File: src/hw/dbgsec_pkg.sv
// constants and types shared by the debug gating and security block
package dbgsec_pkg;

  // ****************************************
  // register map (byte addresses)
  // ****************************************
  localparam int          ADDR_W     = 8;
  localparam logic [7:0]  OFS_MODE   = 8'h00;
  localparam logic [7:0]  OFS_CONFIG = 8'h04;
  localparam logic [7:0]  OFS_STATUS = 8'h08;
  localparam logic [7:0]  OFS_ID0    = 8'h0C;
  localparam logic [7:0]  OFS_ID1    = 8'h10;
  localparam logic [7:0]  OFS_ID2    = 8'h14;
  localparam logic [7:0]  OFS_ERASE  = 8'h18;

  localparam logic [1:0]  RESP_OKAY   = 2'h0;
  localparam logic [1:0]  RESP_SLVERR = 2'h2;

  // ****************************************
  // field layouts and reset values
  // ****************************************
  localparam logic [7:0]  MODE_RESET   = 8'h01;
  localparam int          MODE_SEL_BIT = 0;

  localparam int          CONFIG_W          = 5;
  localparam logic [4:0]  CONFIG_RESET      = 5'h00;
  localparam int          CFG_WDT_MAIN_SUB  = 0;
  localparam int          CFG_OSC_STOP      = 1;
  localparam int          CFG_TMR_STOP_BRK  = 2;
  localparam int          CFG_TMR_SRC_SLOW  = 3;
  localparam int          CFG_MAIN_STOP     = 4;

  localparam int          ST_VALID     = 0;
  localparam int          ST_MATCH     = 1;
  localparam int          ST_EMU_EN    = 2;
  localparam int          ST_RELEASED  = 3;
  localparam int          ST_SWBRK     = 4;
  localparam int          ST_DEBUG_RESET_N      = 5;
  localparam int          ST_SUBMITTED = 6;

  localparam int          ERASE_BIT = 0;

  // ****************************************
  // security id image
  // ****************************************
  localparam int          ID_BYTES       = 10;
  localparam int          ID_BITS        = 80;
  localparam logic [6:0]  ID_CNT_W1      = 7'h01;
  localparam logic [6:0]  ID_CNT_FULL    = 7'h50;
  localparam logic [31:0] ID_FLASH_FIRST = 32'h0000_0070;
  localparam logic [31:0] ID_FLASH_LAST  = 32'h0000_0079;
  localparam logic [31:0] SYS_RSVD_ADDR  = 32'h0000_007A;
  localparam logic [7:0]  SYS_RSVD_VALUE = 8'h00;
  localparam int          EMU_FLAG_BIT   = 7;
  localparam logic [7:0]  ERASED_BYTE    = 8'hFF;

  typedef logic [7:0] dbgsec_byte_t;

  typedef enum logic [1:0] {
    LINK_IDLE  = 2'b00,
    LINK_SHIFT = 2'b01,
    LINK_CHECK = 2'b10
  } dbgsec_link_t;

  // byte of the id image behind lane of id word; ID_BYTES means none
  function automatic int id_byte_index(input int word, input int lane);
    int idx;
    idx = word * 4 + lane;
    return (idx < ID_BYTES) ? idx : ID_BYTES;
  endfunction

endpackage

File: src/hw/dbgsec_id_if.sv
// carrier between the security block and its id comparator
`timescale 1ns/1ps
interface dbgsec_id_if;
  import dbgsec_pkg::*;

  dbgsec_byte_t           stored [ID_BYTES];
  logic [ID_BITS-1:0]     presented;
  logic                   match;
  logic                   emu_enable;

  modport owner (output stored, output presented, input match, input emu_enable);
  modport cmp   (input stored, input presented, output match, output emu_enable);
endinterface

File: src/hw/dbgsec_top.sv
// debug port gating, id security and break-related control
`timescale 1ns/1ps

// Notes on behaviour
// - debug valid only with mode bit and reset high
// - ten-byte stored id authenticates debugger
// - matching id releases security
// - last id byte bit 7 enables emulator
// - enable flag zero refuses debug anyway
// - erased id reads all ones
// - resets disarm flash software breakpoints
// - hardware or forced break rearms them
// - pin reset masked during break
// - pin reset still resets port buffers
// - debug data out driven high in debug
// - watchdog keeps counting in break case
// - interval timer keeps running in break case
// - debug reset low clears unit, rise resets cpu
// - sample on clock rise, drive on fall
// - mode writable only under debug reset
// - mode bit zero frees pins, drops pulldown
module dbgsec_top (
  input  wire logic                         aclk,
  input  wire logic                         aresetn,
  input  wire logic [dbgsec_pkg::ADDR_W-1:0] s_axi_awaddr,
  input  wire logic [2:0]                   s_axi_awprot,
  input  wire logic                         s_axi_awvalid,
  output logic                              s_axi_awready,
  input  wire logic [31:0]                  s_axi_wdata,
  input  wire logic [3:0]                   s_axi_wstrb,
  input  wire logic                         s_axi_wvalid,
  output logic                              s_axi_wready,
  output logic [1:0]                        s_axi_bresp,
  output logic                              s_axi_bvalid,
  input  wire logic                         s_axi_bready,
  input  wire logic [dbgsec_pkg::ADDR_W-1:0] s_axi_araddr,
  input  wire logic [2:0]                   s_axi_arprot,
  input  wire logic                         s_axi_arvalid,
  output logic                              s_axi_arready,
  output logic [31:0]                       s_axi_rdata,
  output logic [1:0]                        s_axi_rresp,
  output logic                              s_axi_rvalid,
  input  wire logic                         s_axi_rready,
  input  wire logic                         debug_reset_n,
  input  wire logic                         debug_clock_in,
  input  wire logic                         debug_transfer_select,
  input  wire logic                         debug_data_in,
  output logic                              debug_data_out,
  output logic                              debug_data_out_oe,
  output logic                              debug_reset_pulldown_en,
  output logic                              debug_pins_as_port,
  output logic                              debug_valid,
  output logic                              cpu_reset_req,
  input  wire logic                         system_reset_pin_n,
  input  wire logic                         secondary_watchdog_reset,
  input  wire logic                         break_active,
  input  wire logic                         hardware_break,
  input  wire logic                         forced_break,
  input  wire logic                         sw_break_hit,
  output logic                              sw_break_fire,
  output logic                              sw_break_armed,
  output logic                              cpu_periph_reset,
  output logic                              port_io_reset,
  output logic                              security_released,
  output logic                              flash_read_enable,
  output logic                              secondary_watchdog_run,
  output logic                              interval_timer_m_run
);
  import dbgsec_pkg::*;

  // ****************************************
  // pin synchronisers
  // ****************************************
  logic [4:0] pins_s;
  logic       debug_reset_n_s, dck_s, dms_s, ddi_s, rstpin_s;
  logic       dck_d, debug_reset_n_d;

  dbgsec_sync #(.W(5), .RESET_VAL(5'h10)) u_sync (
    .aclk     (aclk),
    .aresetn  (aresetn),
    .async_in ({system_reset_pin_n, debug_reset_n, debug_clock_in,
                debug_transfer_select, debug_data_in}),
    .sync_out (pins_s)
  );

  assign {rstpin_s, debug_reset_n_s, dck_s, dms_s, ddi_s} = pins_s;

  wire dck_rise  = dck_s & ~dck_d;
  wire dck_fall  = ~dck_s & dck_d;
  wire debug_reset_n_rise = debug_reset_n_s & ~debug_reset_n_d;
  wire pin_rst   = ~rstpin_s;

  // ****************************************
  // software registers
  // ****************************************
  logic                mode_select;
  logic [CONFIG_W-1:0] config_bits;
  dbgsec_byte_t        stored_id [ID_BYTES];
  logic                id_submitted;
  dbgsec_id_if         idl ();

  // id word as seen on the bus; bytes beyond the image read zero
  function automatic logic [31:0] id_word(input int word);
    logic [31:0] w;
    int          idx;
    w = '0;
    for (int lane = 0; lane < 4; lane++)
    begin
      idx = id_byte_index(word, lane);
      if (idx < ID_BYTES)
      begin
        w[8*lane +: 8] = stored_id[idx];
      end
    end
    return w;
  endfunction

  // ****************************************
  // axi4-lite decode
  // ****************************************
  wire wr_go  = s_axi_awvalid & s_axi_wvalid & ~s_axi_awready & ~s_axi_bvalid;
  wire rd_go  = s_axi_arvalid & ~s_axi_arready & ~s_axi_rvalid;
  wire wa_mode  = s_axi_awaddr == OFS_MODE;
  wire wa_cfg   = s_axi_awaddr == OFS_CONFIG;
  wire wa_stat  = s_axi_awaddr == OFS_STATUS;
  wire wa_erase = s_axi_awaddr == OFS_ERASE;
  wire [1:0] wa_idw = (s_axi_awaddr == OFS_ID0) ? 2'h0 :
                      (s_axi_awaddr == OFS_ID1) ? 2'h1 :
                      (s_axi_awaddr == OFS_ID2) ? 2'h2 : 2'h3;
  wire wa_id    = wa_idw != 2'h3;
  wire wa_ok    = wa_mode | wa_cfg | wa_stat | wa_erase | wa_id;
  wire do_erase = wr_go & wa_erase & s_axi_wstrb[0] & s_axi_wdata[ERASE_BIT];

  wire [31:0] status_word = {25'h0, id_submitted, debug_reset_n_s, sw_break_armed,
                             security_released, idl.emu_enable, idl.match,
                             debug_valid};

  logic [31:0] rd_word;
  logic        rd_ok;

  always_comb
  begin
    rd_ok = 1'b1;
    unique case (s_axi_araddr)
      OFS_MODE:   rd_word = {31'h0, mode_select};
      OFS_CONFIG: rd_word = {27'h0, config_bits};
      OFS_STATUS: rd_word = status_word;
      OFS_ID0:    rd_word = id_word(0);
      OFS_ID1:    rd_word = id_word(1);
      OFS_ID2:    rd_word = id_word(2);
      OFS_ERASE:  rd_word = 32'h0000_0000;
      default:
      begin
        rd_word = 32'h0000_0000;
        rd_ok   = 1'b0;
      end
    endcase
  end

  always_ff @(posedge aclk)
  begin
    if (!aresetn)
    begin
      s_axi_awready <= 1'b0;
      s_axi_wready  <= 1'b0;
      s_axi_bvalid  <= 1'b0;
      s_axi_bresp   <= RESP_OKAY;
    end
    else
    begin
      s_axi_awready <= wr_go;
      s_axi_wready  <= wr_go;
      if (wr_go)
      begin
        s_axi_bvalid <= 1'b1;
        s_axi_bresp  <= wa_ok ? RESP_OKAY : RESP_SLVERR;
      end
      else if (s_axi_bready)
      begin
        s_axi_bvalid <= 1'b0;
      end
    end
  end

  always_ff @(posedge aclk)
  begin
    if (!aresetn)
    begin
      s_axi_arready <= 1'b0;
      s_axi_rvalid  <= 1'b0;
      s_axi_rdata   <= 32'h0000_0000;
      s_axi_rresp   <= RESP_OKAY;
    end
    else
    begin
      s_axi_arready <= rd_go;
      if (rd_go)
      begin
        s_axi_rvalid <= 1'b1;
        s_axi_rdata  <= rd_word;
        s_axi_rresp  <= rd_ok ? RESP_OKAY : RESP_SLVERR;
      end
      else if (s_axi_rready)
      begin
        s_axi_rvalid <= 1'b0;
      end
    end
  end

  // only the pin reset (aresetn) restores the mode; watchdog and
  // clock-monitor resets never reach this flop
  always_ff @(posedge aclk)
  begin
    if (!aresetn)
    begin
      mode_select <= MODE_RESET[MODE_SEL_BIT];
      config_bits <= CONFIG_RESET;
    end
    else if (wr_go & s_axi_wstrb[0])
    begin
      if (wa_mode & ~debug_reset_n_s)
      begin
        mode_select <= s_axi_wdata[MODE_SEL_BIT];
      end
      if (wa_cfg)
      begin
        config_bits <= s_axi_wdata[CONFIG_W-1:0];
      end
    end
  end

  // flash id image; erase brings every bit back to one
  always_ff @(posedge aclk)
  begin
    for (int i = 0; i < ID_BYTES; i++)
    begin
      if (!aresetn || do_erase)
      begin
        stored_id[i] <= ERASED_BYTE;
      end
      else if (wr_go && wa_id && i / 4 == int'(wa_idw) && s_axi_wstrb[i % 4])
      begin
        stored_id[i] <= s_axi_wdata[8*(i % 4) +: 8];
      end
    end
  end

  // ****************************************
  // id link over the debug serial pins
  // ****************************************
  dbgsec_idcheck u_idcheck (
    .aclk    (aclk),
    .aresetn (aresetn),
    .idp     (idl.cmp)
  );

  dbgsec_link_t       link_state;
  logic [6:0]         bit_cnt;
  logic [ID_BITS-1:0] presented;

  assign idl.stored    = stored_id;
  assign idl.presented = presented;

  // a debug-reset low or invalid port drops the frame and the release
  wire link_clear = ~debug_reset_n_s | ~debug_valid;

  always_ff @(posedge aclk)
  begin
    if (!aresetn || link_clear)
    begin
      link_state        <= LINK_IDLE;
      bit_cnt           <= 7'h00;
      presented         <= '0;
      id_submitted      <= 1'b0;
      security_released <= 1'b0;
    end
    else
    begin
      unique case (link_state)
        LINK_IDLE:
        begin
          if (dck_rise & dms_s)
          begin
            presented  <= {ddi_s, presented[ID_BITS-1:1]};
            bit_cnt    <= ID_CNT_W1;
            link_state <= LINK_SHIFT;
          end
        end
        LINK_SHIFT:
        begin
          if (dck_rise & dms_s & (bit_cnt != ID_CNT_FULL))
          begin
            presented <= {ddi_s, presented[ID_BITS-1:1]};
            bit_cnt   <= bit_cnt + 7'h01;
          end
          else if (dck_rise & ~dms_s)
          begin
            // a short frame is dropped without a verdict
            link_state <= (bit_cnt == ID_CNT_FULL) ? LINK_CHECK : LINK_IDLE;
          end
        end
        LINK_CHECK:
        begin
          id_submitted      <= 1'b1;
          security_released <= idl.match & idl.emu_enable;
          link_state        <= LINK_IDLE;
        end
      endcase
    end
  end

  // ****************************************
  // pin control and break handling
  // ****************************************
  always_ff @(posedge aclk)
  begin
    if (!aresetn)
    begin
      dck_d                   <= 1'b0;
      debug_reset_n_d                  <= 1'b0;
      debug_valid             <= 1'b0;
      debug_data_out          <= 1'b0;
      debug_data_out_oe       <= 1'b0;
      debug_reset_pulldown_en <= 1'b1;
      debug_pins_as_port      <= 1'b1;
      cpu_reset_req           <= 1'b0;
      flash_read_enable       <= 1'b0;
    end
    else
    begin
      dck_d                   <= dck_s;
      debug_reset_n_d                  <= debug_reset_n_s;
      debug_valid             <= mode_select & debug_reset_n_s;
      debug_pins_as_port      <= ~(mode_select & debug_reset_n_s);
      debug_reset_pulldown_en <= mode_select;
      cpu_reset_req           <= debug_reset_n_rise;
      flash_read_enable       <= security_released;
      debug_data_out_oe       <= debug_valid;
      if (~debug_valid)
      begin
        debug_data_out <= 1'b0;
      end
      else if (dck_fall)
      begin
        debug_data_out <= 1'b1;
      end
    end
  end

  // a break that lands with a reset rearms: the break takes priority over the reset
  always_ff @(posedge aclk)
  begin
    if (!aresetn)
    begin
      sw_break_armed         <= 1'b0;
      sw_break_fire          <= 1'b0;
      cpu_periph_reset       <= 1'b0;
      port_io_reset          <= 1'b0;
      secondary_watchdog_run <= 1'b1;
      interval_timer_m_run   <= 1'b1;
    end
    else
    begin
      if (hardware_break | forced_break)
      begin
        sw_break_armed <= 1'b1;
      end
      else if (pin_rst | secondary_watchdog_reset)
      begin
        sw_break_armed <= 1'b0;
      end
      sw_break_fire          <= sw_break_hit & sw_break_armed;
      cpu_periph_reset       <= (pin_rst & ~break_active) | debug_reset_n_rise;
      port_io_reset          <= pin_rst;
      secondary_watchdog_run <= ~break_active |
        (config_bits[CFG_WDT_MAIN_SUB] & config_bits[CFG_OSC_STOP]);
      interval_timer_m_run   <= ~break_active | ~config_bits[CFG_TMR_STOP_BRK] |
        (config_bits[CFG_TMR_SRC_SLOW] & config_bits[CFG_MAIN_STOP]);
    end
  end

endmodule // dbgsec_top

File: src/hw/dbgsec_sync.sv
// two-stage synchroniser for pins from outside the aclk domain
`timescale 1ns/1ps
module dbgsec_sync #(
  parameter int           W         = 1,
  parameter logic [W-1:0] RESET_VAL = '0
) (
  input  wire logic         aclk,
  input  wire logic         aresetn,
  input  wire logic [W-1:0] async_in,
  output logic      [W-1:0] sync_out
);
  logic [W-1:0] meta;

  always_ff @(posedge aclk)
  begin
    if (!aresetn)
    begin
      meta     <= RESET_VAL;
      sync_out <= RESET_VAL;
    end
    else
    begin
      meta     <= async_in;
      sync_out <= meta;
    end
  end
endmodule // dbgsec_sync

File: src/hw/dbgsec_idcheck.sv
// compares the presented id with the stored flash id image
`timescale 1ns/1ps
module dbgsec_idcheck (
  input  wire logic aclk,
  input  wire logic aresetn,
  dbgsec_id_if.cmp  idp
);
  import dbgsec_pkg::*;

  logic next_match;

  always_comb
  begin
    next_match = 1'b1;
    for (int i = 0; i < ID_BYTES; i++)
    begin
      if (idp.stored[i] != idp.presented[8*i +: 8])
      begin
        next_match = 1'b0;
      end
    end
  end

  always_ff @(posedge aclk)
  begin
    if (!aresetn)
    begin
      idp.match      <= 1'b0;
      idp.emu_enable <= 1'b1;
    end
    else
    begin
      idp.match      <= next_match;
      idp.emu_enable <= idp.stored[ID_BYTES-1][EMU_FLAG_BIT];
    end
  end
endmodule // dbgsec_idcheck

File: config.mk
export PLATFORM = sky130hd
export DESIGN_NAME = dbgsec_top
export DESIGN_NICKNAME = d
export VERILOG_FILES = /design/src/hw/dbgsec_pkg.sv /design/src/hw/dbgsec_id_if.sv /design/src/hw/dbgsec_top.sv /design/src/hw/dbgsec_sync.sv /design/src/hw/dbgsec_idcheck.sv
export SDC_FILE = /design/constraint.sdc
export NUM_CORES = 1
export LEC_CHECK = 0
export BUFFER_PORTS_ARGS = -buffer_cell sky130_fd_sc_hd__buf_2
export CORE_ASPECT_RATIO = 1.5
export CORE_UTILIZATION = 40
export DETAILED_ROUTE_END_ITERATION = 10
export GPL_TIMING_DRIVEN = 1
export PLACE_DENSITY = 0.68
export REMOVE_ABC_BUFFERS = 1
export SLEW_MARGIN = 20
export SYNTH_ARGS = -nofsm -noshare
export SYNTH_HDL_FRONTEND = slang
export SYNTH_SLANG_ARGS = --single-unit
File: constraint.sdc
create_clock -name aclk -period 2 [get_ports aclk]
set_clock_uncertainty 0.15 [all_clocks]
set_input_delay 0.4 -clock aclk [delete_from_list [all_inputs] [get_ports aclk]]
set_output_delay 0.4 -clock aclk [all_outputs]
set_load 0.005 [all_outputs]
==> results of run 1 <==
-- worst paths after layout --
path	from	endpoint	slack [ps]
worst max register to register	idl.stored[15]	u_idcheck.idp.match	40
worst min register to register	debug_reset_n_d	cpu_reset_req	270
worst min-delay path	s_axi_wdata[26]	idl.stored[18]	10
worst max-delay path	idl.stored[15]	u_idcheck.idp.match	40
-- placed cells by master (no fill, tap or decap), drive strengths merged, types with 15 or more instances in the layout --
| cell | n |
|---|---|
| a21oi | 119 |
| a22oi | 22 |
| a2bb2oi | 17 |
| buf | 251 |
| clkbuf | 39 |
| dfxtp | 242 |
| dlygate4sd3 | 33 |
| inv | 41 |
| mux2i | 21 |
| nand2 | 252 |
| nand2b | 17 |
| nand3 | 79 |
| nand4 | 15 |
| nor2 | 73 |
| nor2b | 28 |
| nor4 | 17 |
| o21ai | 44 |
| xnor2 | 18 |
| xor2 | 28 |
-- cells in the mapped netlist (all sizes together) (8+ instances only) --
| library cell | n | area share (%) |
|---|---|---|
| a2111o | 8 | 0.89 |
| a21oi | 119 | 5.9 |
| a22oi | 22 | 1.7 |
| a2bb2oi | 17 | 1.5 |
| and2 | 10 | 0.62 |
| buf | 24 | 1.5 |
| clkbuf | 48 | 1.8 |
| dfxtp | 242 | 48 |
| inv | 41 | 1.5 |
| mux2i | 21 | 2.1 |
| nand2 | 252 | 9.3 |
| nand2b | 17 | 1.0 |
| nand3 | 79 | 3.9 |
| nand4 | 15 | 1.0 |
| nor2 | 73 | 2.7 |
| nor2b | 28 | 1.7 |
| nor4 | 17 | 1.6 |
| o21ai | 44 | 2.2 |
| o22ai | 11 | 0.68 |
| xnor2 | 18 | 1.6 |
| xor2 | 28 | 2.4 |
-- critical path: stages, from the launching register on --
cell and delay (ps):
dfxtp_1 350, nor2b_1 160, a2111o_1 460, a2111oi_2 310, buf_4 160, nand4_1 120, nor4_2 160
-- through the flow --
step	total power, µW	util (%)	setup WS, ps	TNS (ps)	cells
after CTS	9790	52.5	14.0	0	1796
after detailed placement	5350	48.0	-242	-16630	1719
after floorplan	5090	-	-4570	-494290	1143
final	9750	53.3	44.4	0	1804
after global placement	5340	48.0	-243	-15940	1719
after global routing	10000	53.3	-17.6	-46.8	1804
-- timing repair --
item,in CTS,in global routing
resized for setup,6,18
setup endpoints to repair,1,110
setup buffers,0,1
endpoints found under the hold margin,41,0
cloned,0,7
pin swaps,2,3
hold buffers,33,0
-- flip-flops by register name, indices dropped and copies added (netlist names), 2 cells and up --
signal / cells
idl.stored: 80
s_axi_rdata: 32
link_state: 2
idl.presented: 80
config_bits: 5
u_sync.sync_out: 5
bit_cnt: 7
u_sync.meta: 5
-- logic make-up after synthesis --
kind of cell             Yosys count  synth area share, %
AO/OA/AOI/OAI                    264                 16.4
XOR/XNOR                          46                 3.97
adder cells (fa/ha/maj)            5                0.616
buffers and inverters            113                 4.78
flip-flops                       242                 47.7
multiplexers                      24                 2.40
other                              1               0.0369
AND/OR/NAND/NOR                  519                 24.1
-- cell type report --
| type | instances | area [µm²] | share of cell area [%] |
|---|---|---|---|
| clock buffers | 35 | 723 | 5.41 |
| clock inverters | 9 | 55.1 | 0.412 |
| inverters | 41 | 154 | 1.15 |
| multi-input cells | 861 | 4940 | 37.0 |
| flip-flops and latches | 242 | 4850 | 36.3 |
| well taps | 328 | 410 | 3.07 |
| repair buffers | 288 | 2230 | 16.7 |
-- layer usage --
metal / up-vias / GRT usage, % / routed length [µm]
li1: 4676 / - / -
met1: 4684 / 26.7 / 12600
met2: 332 / 45.1 / 17100
met3: 87 / 3.05 / 1660
met4: 0 / 13.3 / 1710
met5: - / 0 / 0
-- power by group through the flow --
stage               combinational [µW]  sequential [µW]  clock [µW]
global placement                   371             4970           0
CTS                                429             4860        4500
floorplan                          119             4970           0
global route                       474             4860        4700
finish                             441             4860        4450
detailed placement                 376             4970           0
==> qor.yml, run 1 <==
cts:
  numCtsBuffers: 24
  root_buffer: "clkbuf_16"
  numClockSinks: 242
  cts_tree: "yes"
  h-tree-depth: 1
  clockBufferDepth: 3
  clock_latency_ps: 520
  path_clk_slew_ps: 70
floorplan:
  ios: 130
  die_y_um: 197
  coreArea_um2: 25100
  die_w_um: 132
  start_util_pct: 40.5
  floorplan.rows: 71
  die_area_um2: 26000
final_layout:
  final_area_um2: 13400
  fill_cells: 2319
  syn_to_final_growth_pct: 31.5
  antenna_cells: 0
  final_nets: 1538
  drive_gt1_share_pct: 22.4
power:
  seq_power_share_pct: 49.8
  leakage_uw: 0.00530
  combPwrFrac_pct: 4.5
  sw_frac_of_total_pct: 22.5
  power_density_nw_per_um2: 730
  p_int_uw: 7560
  pwr-share-clk_pct: 45.6
  p_sw_uw: 2190
  irDropWorstVdd_mv: 0.630
global_routing:
  grt_pass1_wl_mm: 49.8
  grt_pass1_vias: 9216
  grt_max_degree: 57
  antenna_found_initial: 0
  grt_overflow: 0
  grtUsageTotal_pct: 24.3
place:
  portBuffers: 121
  place_area_um2: 12000
  gp_congestion: 0.927
  dp_hpwl_mm: 24.0
critical_path:
  cp_data_required_time_ps: 2290
  critPathLaunchType: "flop"
  path_class: "flop to flop"
  cp_data_arrival_time_ps: 2240
  crit_path_end_kind: "flop"
  critPathMaxFanout: 3
  ff2ff_path_depth: 6
synth:
  syn_area_um2: 10200
  ys_async_sr_fraction_pct: 0
  synthCells: 1214
  ys_ff_latch: 242
  synth-main-ff-cell: "dfxtp_1"
  yosysSeqAreaShare_pct: 47.7
  syn_avg_cell_area_um2: 8.37
  synth_edf_count: 0
  synthDistinctLibCells: 64
  ys.warnings.count: 0
drt:
  drt_iter0_drc: 609
  via_per_inst: 5.42
  wl_per_cell_um: 18.3
  drc_errors: 0
  firstDrtPassIters: 7
  route.vias.total: 9779
  ant_nets: 0
  wirelength_mm: 33.1
sta:
  setup_violations: 0
  final.period_utilization_pct: 97.8
  rsz0062_at_grt: "yes"
  fin_crit_ps: 1960
  worstMarginPinSlew_ps: 516
  final_hold_viol_count: 0
  timing.hold.ws_ps: 10.8
  fmax_mhz: 511
  slew_headroom_pct: 65.6
  maxSlewViolCount: 0
run_status:
  status: "completed"
min_path:
  min_path_type: "primary input to flop"
  holdPathStages: 3
flow_run:
  maxCapViolations: 0
Power figures use the tool's default switching activity.
==> run 2: changes to the inputs <==
--- a/config.mk
+++ b/config.mk
@@ -5,6 +5,7 @@
 export SDC_FILE = /design/constraint.sdc
 export NUM_CORES = 1
 export LEC_CHECK = 0
+export ABC_AREA = 1
 export BUFFER_PORTS_ARGS = -buffer_cell sky130_fd_sc_hd__buf_2
 export CORE_ASPECT_RATIO = 1.5
 export CORE_UTILIZATION = 40
==> run 2 against run 1 <==
  * Synthesized cell count increased by 22%
  * Highest routed layer unchanged
  * Area after synthesis increased by 5.8%
  * Global-route usage about the same
  * Count of clock-buffer cells in the layout decreased by 3
  * First-iteration DRC count increased by 22%
  * Fmax increased by 3.7%
==> qor.yml, run 2 <==
cts:
  numCtsBuffers: 23  # -4.2%
  cts_tree: "yes"
  clock_latency_ps: 520  # about the same
  root_buffer: "clkbuf_16"
  h-tree-depth: 1  # unchanged
  path_clk_slew_ps: 70  # about the same
  clockBufferDepth: 3  # unchanged
  numClockSinks: 242  # unchanged
critical_path:
  critPathLaunchType: "flop"
  path_class: "flop to flop"
  critPathMaxFanout: 16  # +13
  cp_data_arrival_time_ps: 2150  # -90 ps
  cp_data_required_time_ps: 2260  # -30 ps
  startpoint: "bit_cnt[0]"
  crit_path_end_kind: "flop"
  timing.rr.start: "bit_cnt[0]"
final_layout:
  fill_cells: 2663  # +15%
  mostFrequentLayoutCells: "nand2_1, dfxtp_1, nor2_1"
  multi_input_area_um2: 4890  # -0.91%
  antenna_cells: 0  # unchanged
  regArea_um2: 4840  # about the same
  fin_util_pct: 48.7  # -4.6 points
  drive_gt1_share_pct: 15.4  # -7.0 points
  final_nets: 1697  # +10%
  syn_to_final_growth_pct: 20.0
  layoutNonFillerInstCount: 1970  # +9.2%
  final_common_cell: "nand2_1"
global_routing:
  grt_overflow: 0  # unchanged
  grt_pass1_vias: 9935  # +7.8%
  grt_pass1_wl_mm: 52.1  # +4.5%
  grt_max_degree: 67  # +18%
  antenna_found_initial: 0  # unchanged
  grtUsageTotal_pct: 24.3  # about the same
synth:
  ys_top_cells_by_area: "dfxtp_1, nand2_1, o21ai_0, nor2_1, inv_1"
  synth_fa_ha_area_share_pct: 0.582  # -0.034 points
  ys_async_sr_fraction_pct: 0  # unchanged
  yosysTopAreaCell: "dfxtp_1"
  syn_area_um2: 10800  # +5.8%
  synth_most_common_cell: "nand2_1"
  yosysTopAreaCellShare_pct: 45.1  # -2.6 points
  synth-compound-area-share_pct: 17.9  # +1.6 points
  syn_avg_cell_area_um2: 7.27  # -13%
  yosysSeqAreaShare_pct: 45.1  # -2.6 points
  synth_top_family_by_area: "simple AND/OR/NAND/NOR gates"
  synth-main-ff-cell: "dfxtp_1"
  synth_edf_count: 0  # unchanged
  synthCells: 1479  # +22%
  yosys.area_share.simple_pct: 25.3  # +1.2 points
  synth_xor_area_share_pct: 1.47  # -2.5 points
  ys_top_cells_by_count: "nand2_1, dfxtp_1, nor2_1, inv_1, o21ai_0"
  ys.warnings.count: 0  # unchanged
  yosys-mux-area-fraction_pct: 0  # -2.4 points
  synthDistinctLibCells: 42  # -34%
  ys_ff_latch: 242  # unchanged
floorplan:
  start_util_pct: 40.6  # about the same
  coreArea_um2: 26500  # +5.7%
  ios: 130  # unchanged
  die_w_um: 136  # +2.8%
  floorplan.rows: 73  # +2.8%
  die_y_um: 203  # +2.9%
  die_area_um2: 27500  # +5.8%
sta:
  maxSlewViolCount: 0  # unchanged
  fmax_mhz: 530  # +3.7%
  setup_violations: 0  # unchanged
  final_hold_viol_count: 0  # unchanged
  rsz0062_at_grt: "no"
  timing.hold.ws_ps: 2.01  # -8.81 ps
  final.period_utilization_pct: 94.3  # -3.5 points
  fin_crit_ps: 1890  # -69.1 ps
  finalSetupTns_ps: 0  # unchanged
power:
  leakage_uw: 0.00631  # +19%
  power_density_nw_per_um2: 773  # +5.9%
  irDropWorstVdd_mv: 0.742  # +18%
drt:
  wirelength_mm: 33.0  # -0.31%
  wl_per_cell_um: 16.7  # -8.7%
  via_per_inst: 5.18  # -4.4%
  firstDrtPassIters: 6  # -1
  drc_errors: 0  # unchanged
  drt_iter0_drc: 742  # +22%
  route.vias.total: 10214  # +4.4%
  ant_nets: 0  # unchanged
place:
  portBuffers: 121  # unchanged
  dp.cells: 1912  # +11%
  dp_hpwl_mm: 24.2  # +0.87%
  gp_congestion: 0.922  # -0.59%
min_path:
  min_from: "aresetn"
  min_path_type: "primary input to flop"
flow_run:
  maxCapViolations: 0  # unchanged
run_status:
  status: "completed"
## run 2: changes by cell type in the layout (fill, tap and decap cells not counted), sizes merged, moves of 20 or more
cell / before / now
a21oi: 119 / 90
a22oi: 22 / 1
buf: 251 / 167
inv: 41 / 168
mux2i: 21 / 0
nand2: 252 / 369
nor2: 73 / 178
nor2b: 28 / 0
o211ai: 2 / 74
o21ai: 44 / 145
xor2: 28 / 8
## run 2: cells by family after synthesis
kind of cell	after synthesis
adders and majority gates	5
and+or+nand+nor	643
other	1
buffers and inverters	241
DFF	242
AOI/OAI and AO/OA	329
xor gates and xnor gates	18
## run 2: final cells by class
cell class	count	area share (%)
clock inverter	9	0.960
tap	337	3.27
clock buffer	32	5.19
timing repair buffer	184	10.2
inverter	169	4.92
multi-input combinational	997	37.9
sequential	242	37.5
## run 2: worst max-delay path: stages, from the launching register on
cell	delay, ps
dfxtp_1	400
inv_1	90
ha_1	200
nand4_1	100
nor2_2	70
nor2_4	230
inv_2	110
buf_4	220
nor2_1	150
nor2_1	60
## run 2: what timing repair did
item / 4_1_cts / 5_1_grt
endpoints found under the setup margin: 0 / 24
hold buffers: 17 / 0
buffers inserted: 0 / 0
endpoints found under the hold margin: 18 / 0
resized for setup: 0 / 5
## run 2: metrics by stage
step	area, µm²	worst slack [ps]	power, µW
2_1_floorplan	10400	-1200	5150
3_3_place_gp	11900	80.8	5410
3_5_place_dp	11900	24.1	5420
4_1_cts	12900	30.7	10000
5_1_grt	12900	1.98	10300
6_report	12900	114	9980
## run 2: worst paths after layout
| kind | end | slack [ps] | depth (start not counted) |
|---|---|---|---|
| min reg2reg | cpu_reset_req | 270 | 1 |
| max reg2reg | idl.presented[3] | 110 | 9 |
| max | idl.presented[3] | 110 | 9 |
| min | u_sync.meta[0] | 2 | 3 |
## run 2: where the power goes
| group | switching [µW] | leakage, µW | internal [µW] |
|---|---|---|---|
| combinational | 298 | 0.00395 | 173 |
| clock | 1920 | 0.000396 | 2720 |
| sequential | 18.1 | 0.00196 | 4850 |
## run 2: metal layers
metal | up-vias | track usage (%) | part of all wire [%]
li1 | 5074 | - | -
met1 | 4711 | 27.7 | 39
met2 | 333 | 43.4 | 51
met3 | 96 | 2.42 | 5.2
met4 | 0 | 14.0 | 5.6
met5 | - | 0 | 0
